--- src/rst_wdt_pkg.sv ---
// Shared constants for the reset, watchdog and sleep timer block
package rst_wdt_pkg;
   // Register map
   localparam logic [7:0] ADDR_SLOW_OSC_TRIM  = 8'h36;
   localparam logic [7:0] ADDR_WATCHDOG_CLEAR = 8'hE3;
   localparam logic [7:0] ADDR_SYS_STATUS     = 8'hFF;
   // Trim register fields
   localparam int TRIM_LP_BIT   = 7;
   localparam int TRIM_BIAS_HI  = 5;
   localparam int TRIM_BIAS_LO  = 4;
   localparam int TRIM_FREQ_HI  = 3;
   localparam logic [1:0] BIAS_RESERVED = 2'h2;
   localparam logic [1:0] BIAS_MID      = 2'h0;
   localparam logic [7:0] TRIM_RESET    = 8'h00;
   // Status/control fields
   localparam int SCR_GLOBAL_IRQ_STATUS  = 7;
   localparam int SCR_WATCHDOG_CAUSE_BIT  = 5;
   localparam int SCR_POWERON_CAUSE_BIT  = 4;
   localparam int SCR_SLEEP = 3;
   localparam int SCR_STOP  = 0;
   localparam logic [7:0] SCR_POR_VALUE = 8'h10;
   // Watchdog
   localparam logic [7:0] WDT_FULL_CLEAR = 8'h38;
   localparam logic [1:0] WDT_LIMIT      = 2'h3;
   // Oscillator recovery in slow clock cycles
   localparam logic [1:0] OSC_RECOVER_CYC = 2'h3;
   // Clock select and divide codes, fetch start address
   localparam logic [1:0] CLKSEL_INTERNAL = 2'h0;
   localparam logic [2:0] CPU_DIV_POR     = 3'h7;
   localparam logic [15:0] FETCH_START    = 16'h0000;
   // Power-on hold-off
   localparam int CORE_CLK_HZ   = 10_000_000;
   localparam int HOLDOFF_MS    = 20;
   localparam int HOLDOFF_CYC   = CORE_CLK_HZ / 1000 * HOLDOFF_MS;
   // Sleep timer period selects
   localparam logic [1:0] SLP_SEL_64   = 2'h0;
   localparam logic [1:0] SLP_SEL_512  = 2'h1;
   localparam logic [1:0] SLP_SEL_1024 = 2'h2;
   localparam logic [14:0] SLP_TOP_64   = 15'h003F;
   localparam logic [14:0] SLP_TOP_512  = 15'h01FF;
   localparam logic [14:0] SLP_TOP_1024 = 15'h03FF;
   localparam logic [14:0] SLP_TOP_8192 = 15'h1FFF;
endpackage

--- src/slow_tick_sync.sv ---
// Brings the slow oscillator into the core domain as rising-edge pulses
`timescale 1ns/10ps
`default_nettype none
module slow_tick_sync
   import rst_wdt_pkg::*;
(
   input  wire logic i_core_clk,
   input  wire logic i_rst_n,
   input  wire logic i_slow_clk,
   output logic      o_tick
);
   logic meta;
   logic sync;
   logic sync_d;

   always_ff @(posedge i_core_clk)
   begin
      if (!i_rst_n)
      begin
         meta   <= 1'b0;
         sync   <= 1'b0;
         sync_d <= 1'b0;
      end
      else
      begin
         meta   <= i_slow_clk;
         sync   <= meta;
         sync_d <= sync;
      end
   end

   assign o_tick = sync & ~sync_d;
endmodule
`default_nettype wire

--- src/sleep_timer.sv ---
// Sleep timer counting slow ticks with selectable overflow period
`timescale 1ns/10ps
`default_nettype none
module sleep_timer
   import rst_wdt_pkg::*;
(
   input  wire logic       i_core_clk,
   input  wire logic       i_rst_n,
   input  wire logic       i_tick,
   input  wire logic       i_clear,
   input  wire logic [1:0] i_period_sel,
   output logic            o_overflow
);
   logic [14:0] count;
   logic [14:0] top;

   always_comb
   begin
      case (i_period_sel)
         SLP_SEL_64:   top = SLP_TOP_64;
         SLP_SEL_512:  top = SLP_TOP_512;
         SLP_SEL_1024: top = SLP_TOP_1024;
         default:      top = SLP_TOP_8192;
      endcase
   end

   always_ff @(posedge i_core_clk)
   begin
      if (!i_rst_n || i_clear)
         count <= '0;
      else if (i_tick)
         count <= (count >= top) ? '0 : count + 15'h0001;
   end

   assign o_overflow = i_tick && (count >= top) && !i_clear;
endmodule
`default_nettype wire

--- src/reset_status_watchdog_sleep_timer.sv ---
// Reset cause, status/control, watchdog and sleep-clock control block
// How it works
// - Trim bit 7 selects oscillator low power
// - Two-bit bias field; never write 10b
// - Low nibble held as frequency trim
// - Sleep forces internal clock, stops oscillator
// - Oscillator ready after three slow cycles
// - Any reset restores defaults, masks interrupts
// - Fetch from zero, internal clock after reset
// - Power-on clock is 24 MHz divided by 8
// - Status top bit mirrors global interrupt enable
// - Watchdog cause set by hardware, clear-only
// - Power-on loads 0x10; cause bit clear-only
// - Sleep bit sleeps until interrupt pending
// - Stop bit halts until any reset
// - Hold processor off 20 ms after power-on
// - Clearing power-on bit enables watchdog permanently
// - No watchdog reset while power-on bit set
// - Sleep timer overflow raises its interrupt
// - Three overflows cause watchdog reset
// - Clear write zeroes count; 0x38 clears timer
//
// Local design decision: the plain strobed port.
`timescale 1ns/10ps
`default_nettype none
module reset_status_watchdog_sleep_timer
   import rst_wdt_pkg::*;
#(
   parameter int HOLDOFF_CYCLES = HOLDOFF_CYC
)
(
   input  wire logic        i_core_clk,
   input  wire logic        i_rst_n,
   input  wire logic        i_slow_clk,
   input  wire logic [7:0]  i_addr,
   input  wire logic [7:0]  i_wdata,
   input  wire logic        i_wr,
   input  wire logic        i_rd,
   output logic      [7:0]  o_rdata,
   input  wire logic        i_global_irq_enable_flag,
   input  wire logic        i_irq_pending,
   input  wire logic [1:0]  i_sleep_period_sel,
   output logic             o_slow_low_power,
   output logic      [1:0]  o_slow_bias,
   output logic      [3:0]  o_slow_freq_trim,
   output logic      [1:0]  o_cpu_clock_select,
   output logic      [2:0]  o_cpu_clock_div,
   output logic             o_fast_osc_run,
   output logic             o_fast_osc_ready,
   output logic             o_cpu_run,
   output logic             o_cpu_sleeping,
   output logic             o_cpu_halted,
   output logic      [15:0] o_fetch_addr,
   output logic             o_irq_disable,
   output logic             o_sleep_timer_irq,
   output logic             o_watchdog_reset_event
);
   typedef enum logic [1:0]
   {
      ST_HOLDOFF = 2'b00,
      ST_RUN     = 2'b01,
      ST_SLEEP   = 2'b10,
      ST_RECOVER = 2'b11
   } cpu_state_e;

   cpu_state_e  state;
   logic [7:0]  trim;
   logic        watchdog_cause_bit;
   logic        poweron_cause_bit;
   logic        sleep_bit;
   logic        stop_bit;
   logic        wdt_enabled;
   logic        wdt_seen;
   logic [1:0]  wdt_count;
   logic [1:0]  recover_cnt;
   logic [31:0] holdoff_cnt;
   logic        slow_tick;
   logic        overflow;
   logic        wr_trim;
   logic        wr_wdc;
   logic        wr_scr;
   logic        wdt_fire;
   logic        soft_rst;
   logic        sys_rst_n;
   logic [7:0]  scr_view;
   logic [7:0]  next_rdata;

   assign wr_trim = i_wr && (i_addr == ADDR_SLOW_OSC_TRIM);
   assign wr_wdc  = i_wr && (i_addr == ADDR_WATCHDOG_CLEAR);
   assign wr_scr  = i_wr && (i_addr == ADDR_SYS_STATUS);

   // Watchdog reset acts as an internal reset in the same cycle
   assign sys_rst_n = i_rst_n && !soft_rst;

   slow_tick_sync u_sync
   (
      .i_core_clk (i_core_clk),
      .i_rst_n    (i_rst_n),
      .i_slow_clk (i_slow_clk),
      .o_tick     (slow_tick)
   );

   sleep_timer u_timer
   (
      .i_core_clk   (i_core_clk),
      .i_rst_n      (sys_rst_n),
      .i_tick       (slow_tick),
      .i_clear      (wr_wdc && (i_wdata == WDT_FULL_CLEAR)),
      .i_period_sel (i_sleep_period_sel),
      .o_overflow   (overflow)
   );

   always_ff @(posedge i_core_clk)
   begin
      if (!sys_rst_n)
         trim <= TRIM_RESET;
      else if (wr_trim)
      begin
         // reserved bias code falls back to mid
         if (i_wdata[TRIM_BIAS_HI:TRIM_BIAS_LO] == BIAS_RESERVED)
            trim <= {i_wdata[TRIM_LP_BIT], 1'b0, BIAS_MID, i_wdata[TRIM_FREQ_HI:0]};
         else
            trim <= {i_wdata[TRIM_LP_BIT], 1'b0, i_wdata[TRIM_BIAS_HI:0]};
      end
   end

   assign o_slow_low_power = trim[TRIM_LP_BIT];
   assign o_slow_bias      = trim[TRIM_BIAS_HI:TRIM_BIAS_LO];
   assign o_slow_freq_trim = trim[TRIM_FREQ_HI:0];

   // power-on cause set only by external reset
   always_ff @(posedge i_core_clk)
   begin
      if (!i_rst_n)
         poweron_cause_bit <= 1'b1;
      else if (wr_scr && !i_wdata[SCR_POWERON_CAUSE_BIT])
         poweron_cause_bit <= 1'b0;
   end

   // watchdog cause set by hardware, clear-only
   always_ff @(posedge i_core_clk)
   begin
      if (!i_rst_n)
         watchdog_cause_bit <= 1'b0;
      else if (soft_rst)
         watchdog_cause_bit <= 1'b1;
      else if (wr_scr && !i_wdata[SCR_WATCHDOG_CAUSE_BIT])
         watchdog_cause_bit <= 1'b0;
   end

   always_ff @(posedge i_core_clk)
   begin
      if (!i_rst_n)
         wdt_enabled <= 1'b0;
      else if (!poweron_cause_bit)
         wdt_enabled <= 1'b1;
   end

   always_ff @(posedge i_core_clk)
   begin
      if (!sys_rst_n)
         sleep_bit <= 1'b0;
      else if (wr_scr)
         sleep_bit <= i_wdata[SCR_SLEEP];
      else if (state == ST_SLEEP && i_irq_pending)
         sleep_bit <= 1'b0;
   end

   always_ff @(posedge i_core_clk)
   begin
      if (!sys_rst_n)
         stop_bit <= 1'b0;
      else if (wr_scr && i_wdata[SCR_STOP])
         stop_bit <= 1'b1;
   end

   always_ff @(posedge i_core_clk)
   begin
      if (!sys_rst_n || wr_wdc)
         wdt_count <= '0;
      // Idle until enabled, so enabling never fires at once
      else if (overflow && wdt_enabled && wdt_count != WDT_LIMIT)
         wdt_count <= wdt_count + 2'h1;
   end

   assign wdt_fire = wdt_enabled && !poweron_cause_bit && (wdt_count == WDT_LIMIT);

   // Fire pulse registered so the reset is clean and one cycle long
   always_ff @(posedge i_core_clk)
   begin
      if (!i_rst_n)
         soft_rst <= 1'b0;
      else
         soft_rst <= wdt_fire && !soft_rst;
   end

   // Keeps interrupts masked one cycle past the reset pulse
   always_ff @(posedge i_core_clk)
   begin
      if (!i_rst_n)
         wdt_seen <= 1'b0;
      else
         wdt_seen <= soft_rst;
   end

   assign o_watchdog_reset_event = soft_rst;

   always_ff @(posedge i_core_clk)
   begin
      if (!i_rst_n)
         state <= ST_HOLDOFF;
      else if (soft_rst)
         state <= ST_RUN;
      else
      begin
         case (state)
            ST_HOLDOFF:
            begin
               if (holdoff_cnt >= 32'(HOLDOFF_CYCLES - 1))
                  state <= ST_RUN;
            end
            ST_RUN:
            begin
               if (wr_scr && i_wdata[SCR_SLEEP])
                  state <= ST_SLEEP;
            end
            ST_SLEEP:
            begin
               if (i_irq_pending)
                  state <= ST_RECOVER;
            end
            ST_RECOVER:
            begin
               if (slow_tick && recover_cnt == OSC_RECOVER_CYC - 2'h1)
                  state <= ST_RUN;
            end
            default: state <= ST_HOLDOFF;
         endcase
      end
   end

   // Watchdog reset skips hold-off, so this runs only after power-on
   always_ff @(posedge i_core_clk)
   begin
      if (!i_rst_n)
         holdoff_cnt <= '0;
      else if (state == ST_HOLDOFF && holdoff_cnt < 32'(HOLDOFF_CYCLES - 1))
         holdoff_cnt <= holdoff_cnt + 32'h1;
   end

   always_ff @(posedge i_core_clk)
   begin
      if (!i_rst_n || state != ST_RECOVER)
         recover_cnt <= '0;
      else if (slow_tick)
         recover_cnt <= recover_cnt + 2'h1;
   end

   // internal oscillator forced, stopped in sleep
   assign o_cpu_clock_select = CLKSEL_INTERNAL;
   assign o_fast_osc_run     = (state != ST_SLEEP);
   assign o_fast_osc_ready   = (state == ST_RUN) || (state == ST_HOLDOFF);
   assign o_cpu_clock_div    = CPU_DIV_POR;
   assign o_fetch_addr       = FETCH_START;
   assign o_cpu_halted       = stop_bit;
   assign o_cpu_sleeping     = (state == ST_SLEEP) || (state == ST_RECOVER);
   assign o_cpu_run          = (state == ST_RUN) && !stop_bit && !soft_rst;
   // interrupts disabled through reset and hold-off
   assign o_irq_disable      = (state == ST_HOLDOFF) || soft_rst || wdt_seen;
   assign o_sleep_timer_irq  = overflow;

   assign scr_view = {i_global_irq_enable_flag,
                      1'b0,
                      watchdog_cause_bit,
                      poweron_cause_bit,
                      sleep_bit,
                      2'b00,
                      stop_bit};

   // Write-only and unmapped addresses read as zero
   always_comb
   begin
      next_rdata = '0;
      if (i_rd)
      begin
         case (i_addr)
            ADDR_SLOW_OSC_TRIM: next_rdata = trim;
            ADDR_SYS_STATUS:    next_rdata = scr_view;
            default:            next_rdata = '0;
         endcase
      end
   end

   // Read data stands one cycle only, zero otherwise
   always_ff @(posedge i_core_clk)
   begin
      if (!i_rst_n)
         o_rdata <= '0;
      else
         o_rdata <= next_rdata;
   end
endmodule
`default_nettype wire

--- config.mk ---
export PLATFORM = sky130hd
export DESIGN_NAME = reset_status_watchdog_sleep_timer
export DESIGN_NICKNAME = d
export VERILOG_FILES = /design/src/rst_wdt_pkg.sv /design/src/slow_tick_sync.sv /design/src/sleep_timer.sv /design/src/reset_status_watchdog_sleep_timer.sv
export SDC_FILE = /design/constraint.sdc
export NUM_CORES = 1
export LEC_CHECK = 0
export BUFFER_PORTS_ARGS = -buffer_cell sky130_fd_sc_hd__buf_4
export CAP_MARGIN = 40
export CORE_ASPECT_RATIO = 0.5
export CORE_MARGIN = 5
export CORE_UTILIZATION = 52
export CTS_CLUSTER_SIZE = 24
export DETAILED_ROUTE_END_ITERATION = 8
export PLACE_DENSITY_LB_ADDON = 0.25
export SYNTH_ARGS = -nofsm -noshare
export SYNTH_HDL_FRONTEND = slang
export SYNTH_SLANG_ARGS = --single-unit
--- constraint.sdc ---
create_clock -name i_core_clk -period 5.65 [get_ports i_core_clk]
set_input_delay 0.565 -clock i_core_clk [delete_from_list [all_inputs] [get_ports i_core_clk]]
set_output_delay 0.565 -clock i_core_clk [all_outputs]
set_load 0.05 [all_outputs]
# ---- Word level (Yosys, flattened, before mapping)
# Cells that the tools add are included.
dict set report op_classes {
  n_lt_le_gt_ge 3
  mul 0
  div 0
  shift 0
  add_sub_neg 4
  muxes 14
  bitwise_logic 3
  reduce_logical 44
  n_eq_ne 23
}
# cell count
set ops {}
lappend ops {{case mux 13 bit (3 select lines)} 1}
lappend ops {{adder 32 x 1 -> 32 bit (second input constant)} 1}
lappend ops {{>= comparator 32 x 18 -> 1 bit (second input constant)} 1}
lappend ops {{< comparator 32 x 18 -> 1 bit (second input constant)} 1}
lappend ops {{logical AND 1 bit} 21}
lappend ops {{equality test 8 x 6 -> 1 bit (second input constant)} 2}
lappend ops {{equality test 8 bit (second input constant)} 2}
lappend ops {{case mux 8 bit (2 select lines)} 1}
lappend ops {{adder 15 x 1 -> 15 bit (second input constant)} 1}
lappend ops {{>= comparator 15 x 13 -> 1 bit} 1}
lappend ops {{two-way mux 15 bit} 1}
lappend ops {{inequality test 2 bit (second input constant)} 7}
lappend ops {{equality test 2 bit (second input constant)} 6}
lappend ops {{inequality test 3 bit (second input constant)} 4}
lappend ops {{zero test 1 bit} 8}
lappend ops {{two-way mux 2 bit} 4}
lappend ops {{case mux 2 bit (4 select lines)} 1}
lappend ops {{AND reduction 4 bit} 2}
lappend ops {{logical OR 1 bit} 7}
lappend ops {{two-way mux 6 bit} 1}
lappend ops {{two-way mux 1 bit} 5}
lappend ops {{adder 2 x 1 -> 2 bit (second input constant)} 2}
lappend ops {{equality test 2 x 1 -> 1 bit (second input constant)} 2}
lappend ops {{zero test 2 bit} 2}
lappend ops {{5 further kinds} 7}
dict set report totals {
  romBits 0
  ramBits 0
  reg_bits 79
  in_bits 25
  mem_count 0
  latch_bits 0
  output_inout_bits 44
}

# ---- Longest topological paths before layout
# Gate-level depths: netlist of run 1.
dict set report logic_depth {
  ltp_word 7
  depth_mapped 10
  ltp_nobuf 8
}

# ---- By module
# A second synthesis of run 1 with hierarchy kept.
dict set report unflattened {
  cells_unflattened 421
  hier_area_um2 3732.3
}
# module area_per_inst_um2 cells_per_inst instances seq_area_each_um2
set modules_own_cells {}
lappend modules_own_cells {reset_status_watchdog_sleep_timer 2675.1 311 1 1181.1}
lappend modules_own_cells {sleep_timer 964.7 103 1 300.3}
lappend modules_own_cells {slow_tick_sync 92.6 7 1 60.1}

# ---- Worst setup path after synthesis of run 1
# OpenSTA, ideal clock, no wires.
dict set report synth_path {
  kind {in2out}
  start {input port i_sleep_period_sel[1]}
  end {output port o_sleep_timer_irq}
  arrival_ns 2.163
  path_stages 4
  path_buffers 0
  t_required_ns 5.085
  setup_slack_ns 2.922
  path_cell_list {or4_4 > a2111oi_4 > a221oi_2 > nor2_1}
}
dict set report synth_between {
  elab_chain_cells 5
  elab_cells_between_ends 7
}
# element line
set synth_lines {}
lappend synth_lines {{from (decl)} reset_status_watchdog_sleep_timer.sv:42} ;# input wire logic [1:0] i_sleep_period_sel,
lappend synth_lines {{equality test 2 bit (tied with other cells)} sleep_timer.sv:19} ;# case (i_period_sel)
lappend synth_lines {{case mux 13 bit (3 select lines) (*)} sleep_timer.sv:19}
lappend synth_lines {{>= comparator 15 x 13 -> 1 bit (*)} sleep_timer.sv:35} ;# assign o_overflow = i_tick && (count >= top) && !i_clear;
lappend synth_lines {{logical AND 1 bit (*) (2 in series)} sleep_timer.sv:35}
lappend synth_lines {{to (decl)} reset_status_watchdog_sleep_timer.sv:55} ;# output logic o_sleep_timer_irq,
# Mark *: on every way between the ends. The rest lies on a longest branch, timed or not.

# ---- Final worst setup path of run 1
# Ends and elaborated chain as after synthesis.

==> out/qor.yml, run 1 <==
die_w_microns: 127.6
post_drt_wl_per_cell_microns: 13.28
gr-total-overflow: 0
ctsResizeCount: 0
clock_tree.root_cell: "clkbuf_16"
critical_path_class: "in2out"
drive_gt1_share_pct: 17.12
cts.clk_slew.worst_paths_ns: 0.05
seqCellArea_sq_mm: 0.001541
antenna_cells: 0
ys_ff_latch: 77
fin_crit_sh_pct: 47.83
nets: 477
top_usage_layer: "met2"
ctsHoldBuffers: 0
totalPowerFinal_mw: 1.342
met3_usage_pct: 5.769
tightest_slew_ns: 0.6842
reg2regPathDepth: 8
grt_pass1_vias: 2739
hold_end: "u_sync.sync"
dpl_worst_slack_ns: 2.931
p_leak_nw: 1.630
synth_edf_count: 0
clock_sinks: 77
ir_drop_v: 0.0001723
worst_path_max_delay_cell: "a2111oi_0"
htreeDepth: 3
final_cell_mix: "77 x dfxtp_1, 48 x buf_4, 36 x nor2_1"
use_met2_pct: 29.91
drc: 0
routabilityCongestion: 0.8395
maxCapViolCount: 0
synthFlopType: "dfxtp_1"
vias_per_cell: 5.276
slowest_delay_ns: 0.35
final.setup.worst_slack_ns: 2.947
cts_max_path_buffers: 2
initial_core_util_pct: 53.71
grt_max_degree: 48
drt_iter0_markers: 184
place.detailed.hpwl_microns: 5293
holdPathStages: 1
synthArstFlopShare_pct: 0
critPathArrivalTime_ns: 2.14
r2r_start: "state[1]"
reg2reg_slack_ns: 3.13
grt_pass1_wl_microns: 12030
ant_nets: 0
syn_to_final_growth_pct: 17.94
rsz0062_at_grt: "no"
fin_crit_ns: 2.703
hold_violations: 0
fmax_mhz: 370.0
status: "finished clean"
hold_path_class: "reg2reg"
antenna_found_initial: 0
dr.pass1.iters: 5
worstHoldStart: "u_sync.meta"
mostFrequentLayoutCell: "dfxtp_1"
core-area_sq_mm: 0.006700
fp.dieArea_sq_mm: 0.008785
multi_input_area_sq_mm: 0.001863
path_max_fanout: 6
syn_inst: 395
cts_setup_buffers: 0
vias: 2828
fillers: 540
synth_area_sq_mm: 0.003598
setup_tns_ns: 0
finClkSkew_ns: 0.006994
crit_path_start_kind: "input pin"
cp.required_ns: 5.09
ys_warn_count: 0
reg2reg_to: "holdoff_cnt[9]"
port-buffer-count: 46
routed_wl_microns: 7118
max_slew_margin_pct: 54.29
report.final.slew_viol_count: 0
power_per_cell_area_mw_per_mm2: 316.1
ys_seq_area_share_pct: 42.84
ys_types: 56
die_h_microns: 68.82
end_kind: "primary output"
ios: 69
grtUsageTotal_pct: 17.07
cts_buffers: 9
critPathLaunch: "i_sleep_period_sel[1]"
postSynthAreaPerCell_sq_um: 9.110
path_cells: "buf_4 > nand2_1 > ha_1 > a2111oi_0 > nor2_1 > a221oi_2 > nor2_1 > buf_4"
setup_viol: 0
rows: 21
use_met1_pct: 19.97
cts_tree: "built"
clk_latency_ns: 0.33
==> where the power goes <==
group	internal, mW	switching [mW]	total, mW
sequential	0.554	0.00941	0.564
combinational	0.0564	0.108	0.165
clock	0.409	0.204	0.613
==> through the flow <==
stage                     cells  utilization (%)  instance area [sq um]  hold WS [ns]
after floorplan             415                -                   3674        0.4119
after global placement      520            58.47                   3918        0.4157
after detailed placement    520            58.47                   3918        0.4238
after CTS                   536            63.34                   4244        0.4358
after global routing        536            63.34                   4244        0.4372
final                       536            63.34                   4244        0.4342
==> worst max-delay path by stage <==
stage,end,cells after the start
floorplan,o_sleep_timer_irq,4
global placement,o_sleep_timer_irq,8
detailed placement,o_sleep_timer_irq,8
CTS,o_sleep_timer_irq,8
global route,o_sleep_timer_irq,8
finish,o_sleep_timer_irq,8
==> synthesized netlist by cell type, drive strengths merged, types with 2 or more instances <==
cell | count | area share (%)
dfxtp | 77 | 43
nor2 | 37 | 4.1
nand2 | 35 | 3.7
buf | 27 | 5.6
and2 | 25 | 4.3
nand3 | 22 | 3.4
ha | 13 | 4.5
a21oi | 12 | 1.7
nand4 | 12 | 2.1
xnor2 | 12 | 2.9
inv | 10 | 1.0
xor2 | 10 | 2.4
clkbuf | 8 | 0.83
o21ai | 8 | 1.1
or3 | 8 | 1.4
a21boi | 7 | 1.5
nor3 | 7 | 0.97
and3 | 6 | 1.1
nor4 | 6 | 1.5
a22oi | 5 | 1.0
mux2i | 4 | 1.1
nand2b | 4 | 0.70
nor2b | 4 | 0.70
o21a | 4 | 0.83
a31oi | 3 | 0.94
or2 | 3 | 0.52
or4 | 3 | 0.83
a2111oi | 2 | 1.0
a211oi | 2 | 0.42
a221oi | 2 | 1.1
and4 | 2 | 0.49
conb | 2 | 0.21
nor4b | 2 | 0.49
o41ai | 2 | 0.49
==> metal layers <==
layer,vias to the layer above,part of all wire (%)
li1,1419,-
met1,1322,44
met2,75,48
met3,12,6.4
met4,0,1.3
met5,-,0
==> sequential cells by signal, indices dropped and copies added (netlist names), 2 cells and up <==
| signal | flops |
|---|---|
| wdt_count | 2 |
| recover_cnt | 2 |
| holdoff_cnt | 32 |
| trim | 7 |
| o_rdata | 7 |
| u_timer.count | 15 |
| state | 2 |
==> cell type report <==
type / instances / share of cell area, %
tap: 92 / 2.712
clock inverter: 4 / 1.651
inverter: 10 / 0.8844
clock buffer: 12 / 6.044
multi-input combinational: 293 / 43.90
timing repair buffer: 48 / 8.491
sequential: 77 / 36.32
==> kinds of logic (layout without fill, tap and decap cells) <==
kind of cell,count (synthesis),in the layout,synth area share [%]
compound gates,53,53,11.54
xor+xnor,22,22,5.355
fa+ha+maj,13,13,4.520
buf+inv,45,74,7.476
flops,77,77,42.84
mux,4,4,1.113
other cells,2,22,0.2087
simple gates,179,179,26.95
==> worst max-delay path, delay by kind of cell <==
kind | cells | cell delay (ns)
buffers and inverters | 2 | 0.31
and+or+nand+nor | 3 | 0.28
adders and majority gates | 1 | 0.30
AOI/OAI and AO/OA | 2 | 0.67
Note: power is estimated with default switching activity, not from simulation.
==> inputs of run 2 (changes only) <==
clock period = 2.7 ns   (was 5.65 ns; I/O delays follow)
==> run 2 against run 1 <==
Global-route usage is 1.5 points higher; critical path depth stayed put; first-iteration DRC count is 6.0% higher; setup slack worse by 2.7 ns; hold slack worse by 0.28 ns; clock-buffer cell count is 2 lower; register-to-register slack worse by 2.9 ns; clock power is 120% higher; clock skew is 0.0013 ns lower; die area stayed put; critical path type is now reg2reg; critical endpoint is now holdoff_cnt[7]; highest routed layer unchanged.
==> out/qor.yml, run 2 (synthesis results as in run 1) <==
rsz0062_at_grt: "no"
setup_viol: 0
nets: 478
critical_path_class: "reg2reg"
mostFrequentLayoutCell: "dfxtp_1"
totalPowerFinal_mw: 2.894
syn_to_final_growth_pct: 18.78
gr-total-overflow: 0
fin_area_sq_mm: 0.004274
cts_buffers: 9
post_drt_wl_per_cell_microns: 14.46
vias_per_cell: 5.395
drt_iter0_markers: 195
routed_wl_microns: 7766
holdWs_ns: 0.1527
die_h_microns: 68.82
fin_crit_sh_pct: 90.96
ios: 69
grt_pass1_vias: 2828
grt_max_degree: 48
largest_reg_flops: 32
crit_path_start_kind: "flip-flop"
max_slew_margin_pct: 63.45
hold_path_class: "in2reg"
maxCapViolCount: 0
worstHoldStart: "i_slow_clk"
ctsResizeCount: 0
critPathArrivalTime_ns: 2.69
fp.dieArea_sq_mm: 0.008785
initial_core_util_pct: 53.71
path_max_fanout: 14
r2r_start: "state[1]"
die_w_microns: 127.6
reg2reg_to: "holdoff_cnt[7]"
grt_pass1_wl_microns: 12860
cts_setup_buffers: 0
cts_max_path_buffers: 2
power_per_cell_area_mw_per_mm2: 677.2
final.setup.worst_slack_ns: 0.2442
dpl_worst_slack_ns: 0.2780
largest-register: "holdoff_cnt"
core-area_sq_mm: 0.006700
fmax_mhz: 407.2
fin_crit_ns: 2.456
clk_latency_ns: 0.33
p_leak_nw: 1.637
port-buffer-count: 46
drc: 0
cts.clk_slew.worst_paths_ns: 0.06
status: "finished clean"
clock_tree.root_cell: "clkbuf_16"
cts_tree: "built"
report.final.slew_viol_count: 0
hold_violations: 0
cp.required_ns: 2.94
htreeDepth: 3
end_kind: "flip-flop"
tightest_slew_ns: 0.5483
place.detailed.hpwl_microns: 5524
hold_end: "u_sync.meta"
dr.pass1.iters: 5
dp_cells: 521
reg2regPathDepth: 8
utilization_pct: 63.79
antenna_found_initial: 0
ant_nets: 0
rows: 21
holdPathStages: 2
fin_cells: 537
vias: 2897
ctsHoldBuffers: 0
reg_top3: "holdoff_cnt (32), u_timer.count (15)"
routabilityCongestion: 0.8076
fillers: 523
clock_sinks: 77
finClkSkew_ns: 0.005737
antenna_cells: 0
reg2reg_slack_ns: 0.24
setup_tns_ns: 0
drive_gt1_share_pct: 17.53
final_cell_mix: "77 x dfxtp_1, 49 x buf_4, 36 x nor2_1"
grtUsageTotal_pct: 18.61
placed_cell_area_sq_mm: 0.003925
ir_drop_v: 0.0003059
[run 2: changes by cell type in the layout (fill, tap and decap cells not counted)]
cell	before	now
clkinvlp_4	0	2
bufinv_16	2	3
clkbuf_8	2	1
clkbuf_1	1	0
buf_4	48	49
clkinv_2	2	1
[run 2: where the power goes]
part	switching [mW]	leakage (nW)	internal (mW)
combinational	0.226	0.851	0.118
clock	0.446	0.165	0.925
sequential	0.0195	0.621	1.16
[run 2: final cells by class]
type | instances | area (sq um) | area share (%)
Clock buffer | 10 | 239.0 | 5.591
Clock inverter | 6 | 110.1 | 2.576
Inverter | 10 | 37.54 | 0.8782
Multi-Input combinational cell | 293 | 1863 | 43.59
Sequential cell | 77 | 1541 | 36.07
Tap cell | 92 | 115.1 | 2.693
Timing Repair Buffer | 49 | 367.9 | 8.607
[run 2: worst max-delay path by stage]
| stage | startpoint | to | cells after the start |
|---|---|---|---|
| floorplan | u_timer.count[7] | o_sleep_timer_irq | 4 |
| global route | state[1] | holdoff_cnt[9] | 8 |
| CTS | state[1] | holdoff_cnt[7] | 8 |
| global placement | i_sleep_period_sel[1] | u_timer.count[1] | 8 |
| finish | state[1] | holdoff_cnt[7] | 8 |
| detailed placement | state[1] | holdoff_cnt[7] | 8 |
[run 2: worst max-delay path: stages, from the launching register on]
cell and delay [ns]:
dfxtp_1 0.34, inv_1 0.13, ha_1 0.19, nor4b_1 0.27
nand4_1 0.20, a31oi_4 0.39, nand3_4 0.22, or3_1 0.40
a21boi_0 0.22
[run 2: metal layers]
layer  share of wire, %  wire length (microns)  up-vias  global-route usage (%)
met5                  0                      0        -                       0
met1                 43                   3318     1373                   21.04
met3                6.0                    469       15                   6.077
met4                1.5                    113        0                   5.820
met2                 50                   3865       92                   34.29
li1                   -                      -     1417                       -
==> inputs of run 3 (changes only) <==
ABC_AREA = 1   (was not set)
CORE_UTILIZATION = 51   (was 52)
clock period = 2.2 ns   (was 2.7 ns; I/O delays follow)
==> run 3 against run 2 <==
Hold slack lost 0.076 ns; first-iteration DRC count shrank 6.7%; die area grew 10%; sequential share of layout area shrank 2.6 points; final area grew 7.8%; sequential power grew 25%; clock power grew 12%; via count grew 14%.
==> out/qor.yml, run 3 <==
status: "finished clean"
grtUsageTotal_pct: 16.69
ios: 69
grt_pass1_wl_microns: 13150
seqCellArea_sq_mm: 0.001543
grt_max_degree: 27
critPathTopFamily: "simple AND/OR/NAND/NOR gates"
fin_area_sq_mm: 0.004608
cts_buffers: 9
yosysTopAreaCell: "dfxtp_1"
end_kind: "primary output"
p_leak_nw: 2.126
synth_xor_area_share_pct: 2.889
cts.clk_slew.worst_paths_ns: 0.05
dp_cells: 677
cts_max_path_buffers: 2
dr.pass1.iters: 6
clock_sinks: 77
critical_path_class: "reg2out"
clk_latency_ns: 0.33
report.final.slew_viol_count: 0
ys_warn_count: 0
core-area_sq_mm: 0.007432
routabilityCongestion: 0.8713
synth_area_leaders: "dfxtp_1 39%, nand2_1 9.5%, inv_1 8.8%, nor2_1 7.0%, buf_4 4.6%"
ys_ff_latch: 77
multi_input_area_sq_mm: 0.001911
reg_top3: "holdoff_cnt (32), u_timer.count (15)"
nets: 631
synthArstFlopShare_pct: 0
top_usage_layer: "met2"
worst-path-buf-inv: 2
largest_reg_flops: 32
met3_usage_pct: 5.194
die_h_microns: 72.16
worst_path_max_delay_cell: "dfxtp_2"
synth_area_sq_mm: 0.003941
synth_top_family_by_area: "simple AND/OR/NAND/NOR gates"
fmax_mhz: 489.1
ys_seq_area_share_pct: 39.11
initial_core_util_pct: 53.03
postSynthAreaPerCell_sq_um: 7.258
hold_path_class: "in2reg"
port-buffer-count: 46
routed_wl_microns: 8018
maxCapViolCount: 0
path_cells: "ha_1 > nand2_1 > inv_1 > nand3_1 > nor2_1 > nand3_1 > nand2_1 > nand2_2 > nor2_4 > buf_6"
fillers: 661
antenna_cells: 0
use_met2_pct: 26.86
critPathArrivalTime_ns: 1.82
rows: 22
finClkSkew_ns: 0.004654
cts_tree: "built"
hold_violations: 0
gr-total-overflow: 0
path_max_fanout: 5
yosysTopAreaCellShare_pct: 39.11
syn_to_final_growth_pct: 16.92
ir_drop_v: 0.0004158
vias_per_cell: 4.781
synth_simple_gate_area_share_pct: 31.59
drive_gt1_share_pct: 16.42
clock_tree.root_cell: "clkbuf_16"
syn_inst: 543
slowest_delay_ns: 0.34
htreeDepth: 3
final_cell_mix: "99 x nand2_1, 92 x inv_1, 76 x dfxtp_1"
mostFrequentLayoutCell: "nand2_1"
fin_cells: 693
vias: 3313
place.detailed.hpwl_microns: 6116
cp.required_ns: 1.98
yosysMostFrequentCell: "nand2_1"
synthFlopType: "dfxtp_1"
largest-register: "holdoff_cnt"
drc: 0
placed_cell_area_sq_mm: 0.004272
use_met1_pct: 22.01
post_drt_wl_per_cell_microns: 11.57
synth_common_cells: "100 x nand2_1, 92 x inv_1, 77 x dfxtp_1"
synth_edf_count: 0
holdWs_ns: 0.07653
fin_crit_ns: 2.044
muxShareOfSynthArea_pct: 0
drt_iter0_markers: 182
synth_compound_area_share_pct: 7.524
power_per_cell_area_mw_per_mm2: 858.2
grt_pass1_vias: 2938
synth_fa_ha_area_share_pct: 4.127
crit_path_start_kind: "flip-flop"
setup_viol: 0
ys_types: 40
die_w_microns: 134.3
antenna_found_initial: 0
fp.dieArea_sq_mm: 0.009693
fin_crit_sh_pct: 92.93
ant_nets: 0
## run 3: cell types whose count changed after synthesis, moves of 11 or more
cell / change
nor2_1: +37
a21oi_1: +12
nor3_1: +11
inv_1: +82
nand2_1: +65
and2_1: -24
## run 3: worst paths after layout
check / startpoint / end / slack [ns] / cells past startpoint
max: u_timer.count[10] / o_sleep_timer_irq / 0.16 / 10
min: i_slow_clk / u_sync.meta / 0.08 / 3
max reg2reg: u_timer.count[10] / u_timer.count[2] / 0.35 / 10
min reg2reg: holdoff_cnt[23] / holdoff_cnt[23] / 0.42 / 2
## run 3: per-stage QoR
step	power [mW]	worst slack, ns	util [%]	TNS, ns
after floorplan	2.261	0.03442	-	0
after global placement	2.434	0.3722	57.47	0
after CTS	3.992	0.03742	61.70	0
final	3.955	0.1555	62.00	0
after global routing	4.149	-0.006067	62.00	-0.006067
after detailed placement	2.445	0.3097	57.47	0
## run 3: cells by family (layout without fill, tap and decap cells)
logic type	after synthesis	in the layout
AND/OR/NAND/NOR	260	260
buffers and inverters	123	157
flip-flops	77	77
AO/OA/AOI/OAI	55	55
adder cells (fa/ha/maj)	13	13
XOR/XNOR	13	13
other	2	22
## run 3: cell type report
cell class / instances / area share, %
multi-input combinational: 363 / 41.46
tap: 96 / 2.607
clock inverter: 5 / 1.629
inverter: 93 / 7.575
sequential: 77 / 33.48
clock buffer: 10 / 5.186
timing repair buffer: 49 / 8.064
## run 3: power by group
| group | internal (mW) | switching [mW] |
|---|---|---|
| clock network | 1.01 | 0.532 |
| logic | 0.263 | 0.676 |
| registers | 1.44 | 0.0356 |
| total | 2.71 | 1.24 |
## run 3: timing repair
action                     CTS  global route
buffers inserted             0             1
gates resized for setup      0             5
setup endpoints to repair    0             1
hold buffers                 0             0
## run 3: layer usage
layer  part of all wire (%)  wire length (microns)  vias to the layer above
met5                      0                      0                        -
li1                       -                      -                     1751
met1                     48                   3876                     1484
met4                    1.2                     93                        0
met3                    5.1                    412                        9
met2                     45                   3635                       69
## run 3: worst reg2reg max path, delay by kind of cell, from the launching register on
| kind | cells | cell delay, ns |
|---|---|---|
| adders and majority gates | 1 | 0.30 |
| and+or+nand+nor | 7 | 0.93 |
| DFF | 1 | 0.34 |
| buffers and inverters | 1 | 0.06 |
| AOI/OAI and AO/OA | 1 | 0.13 |
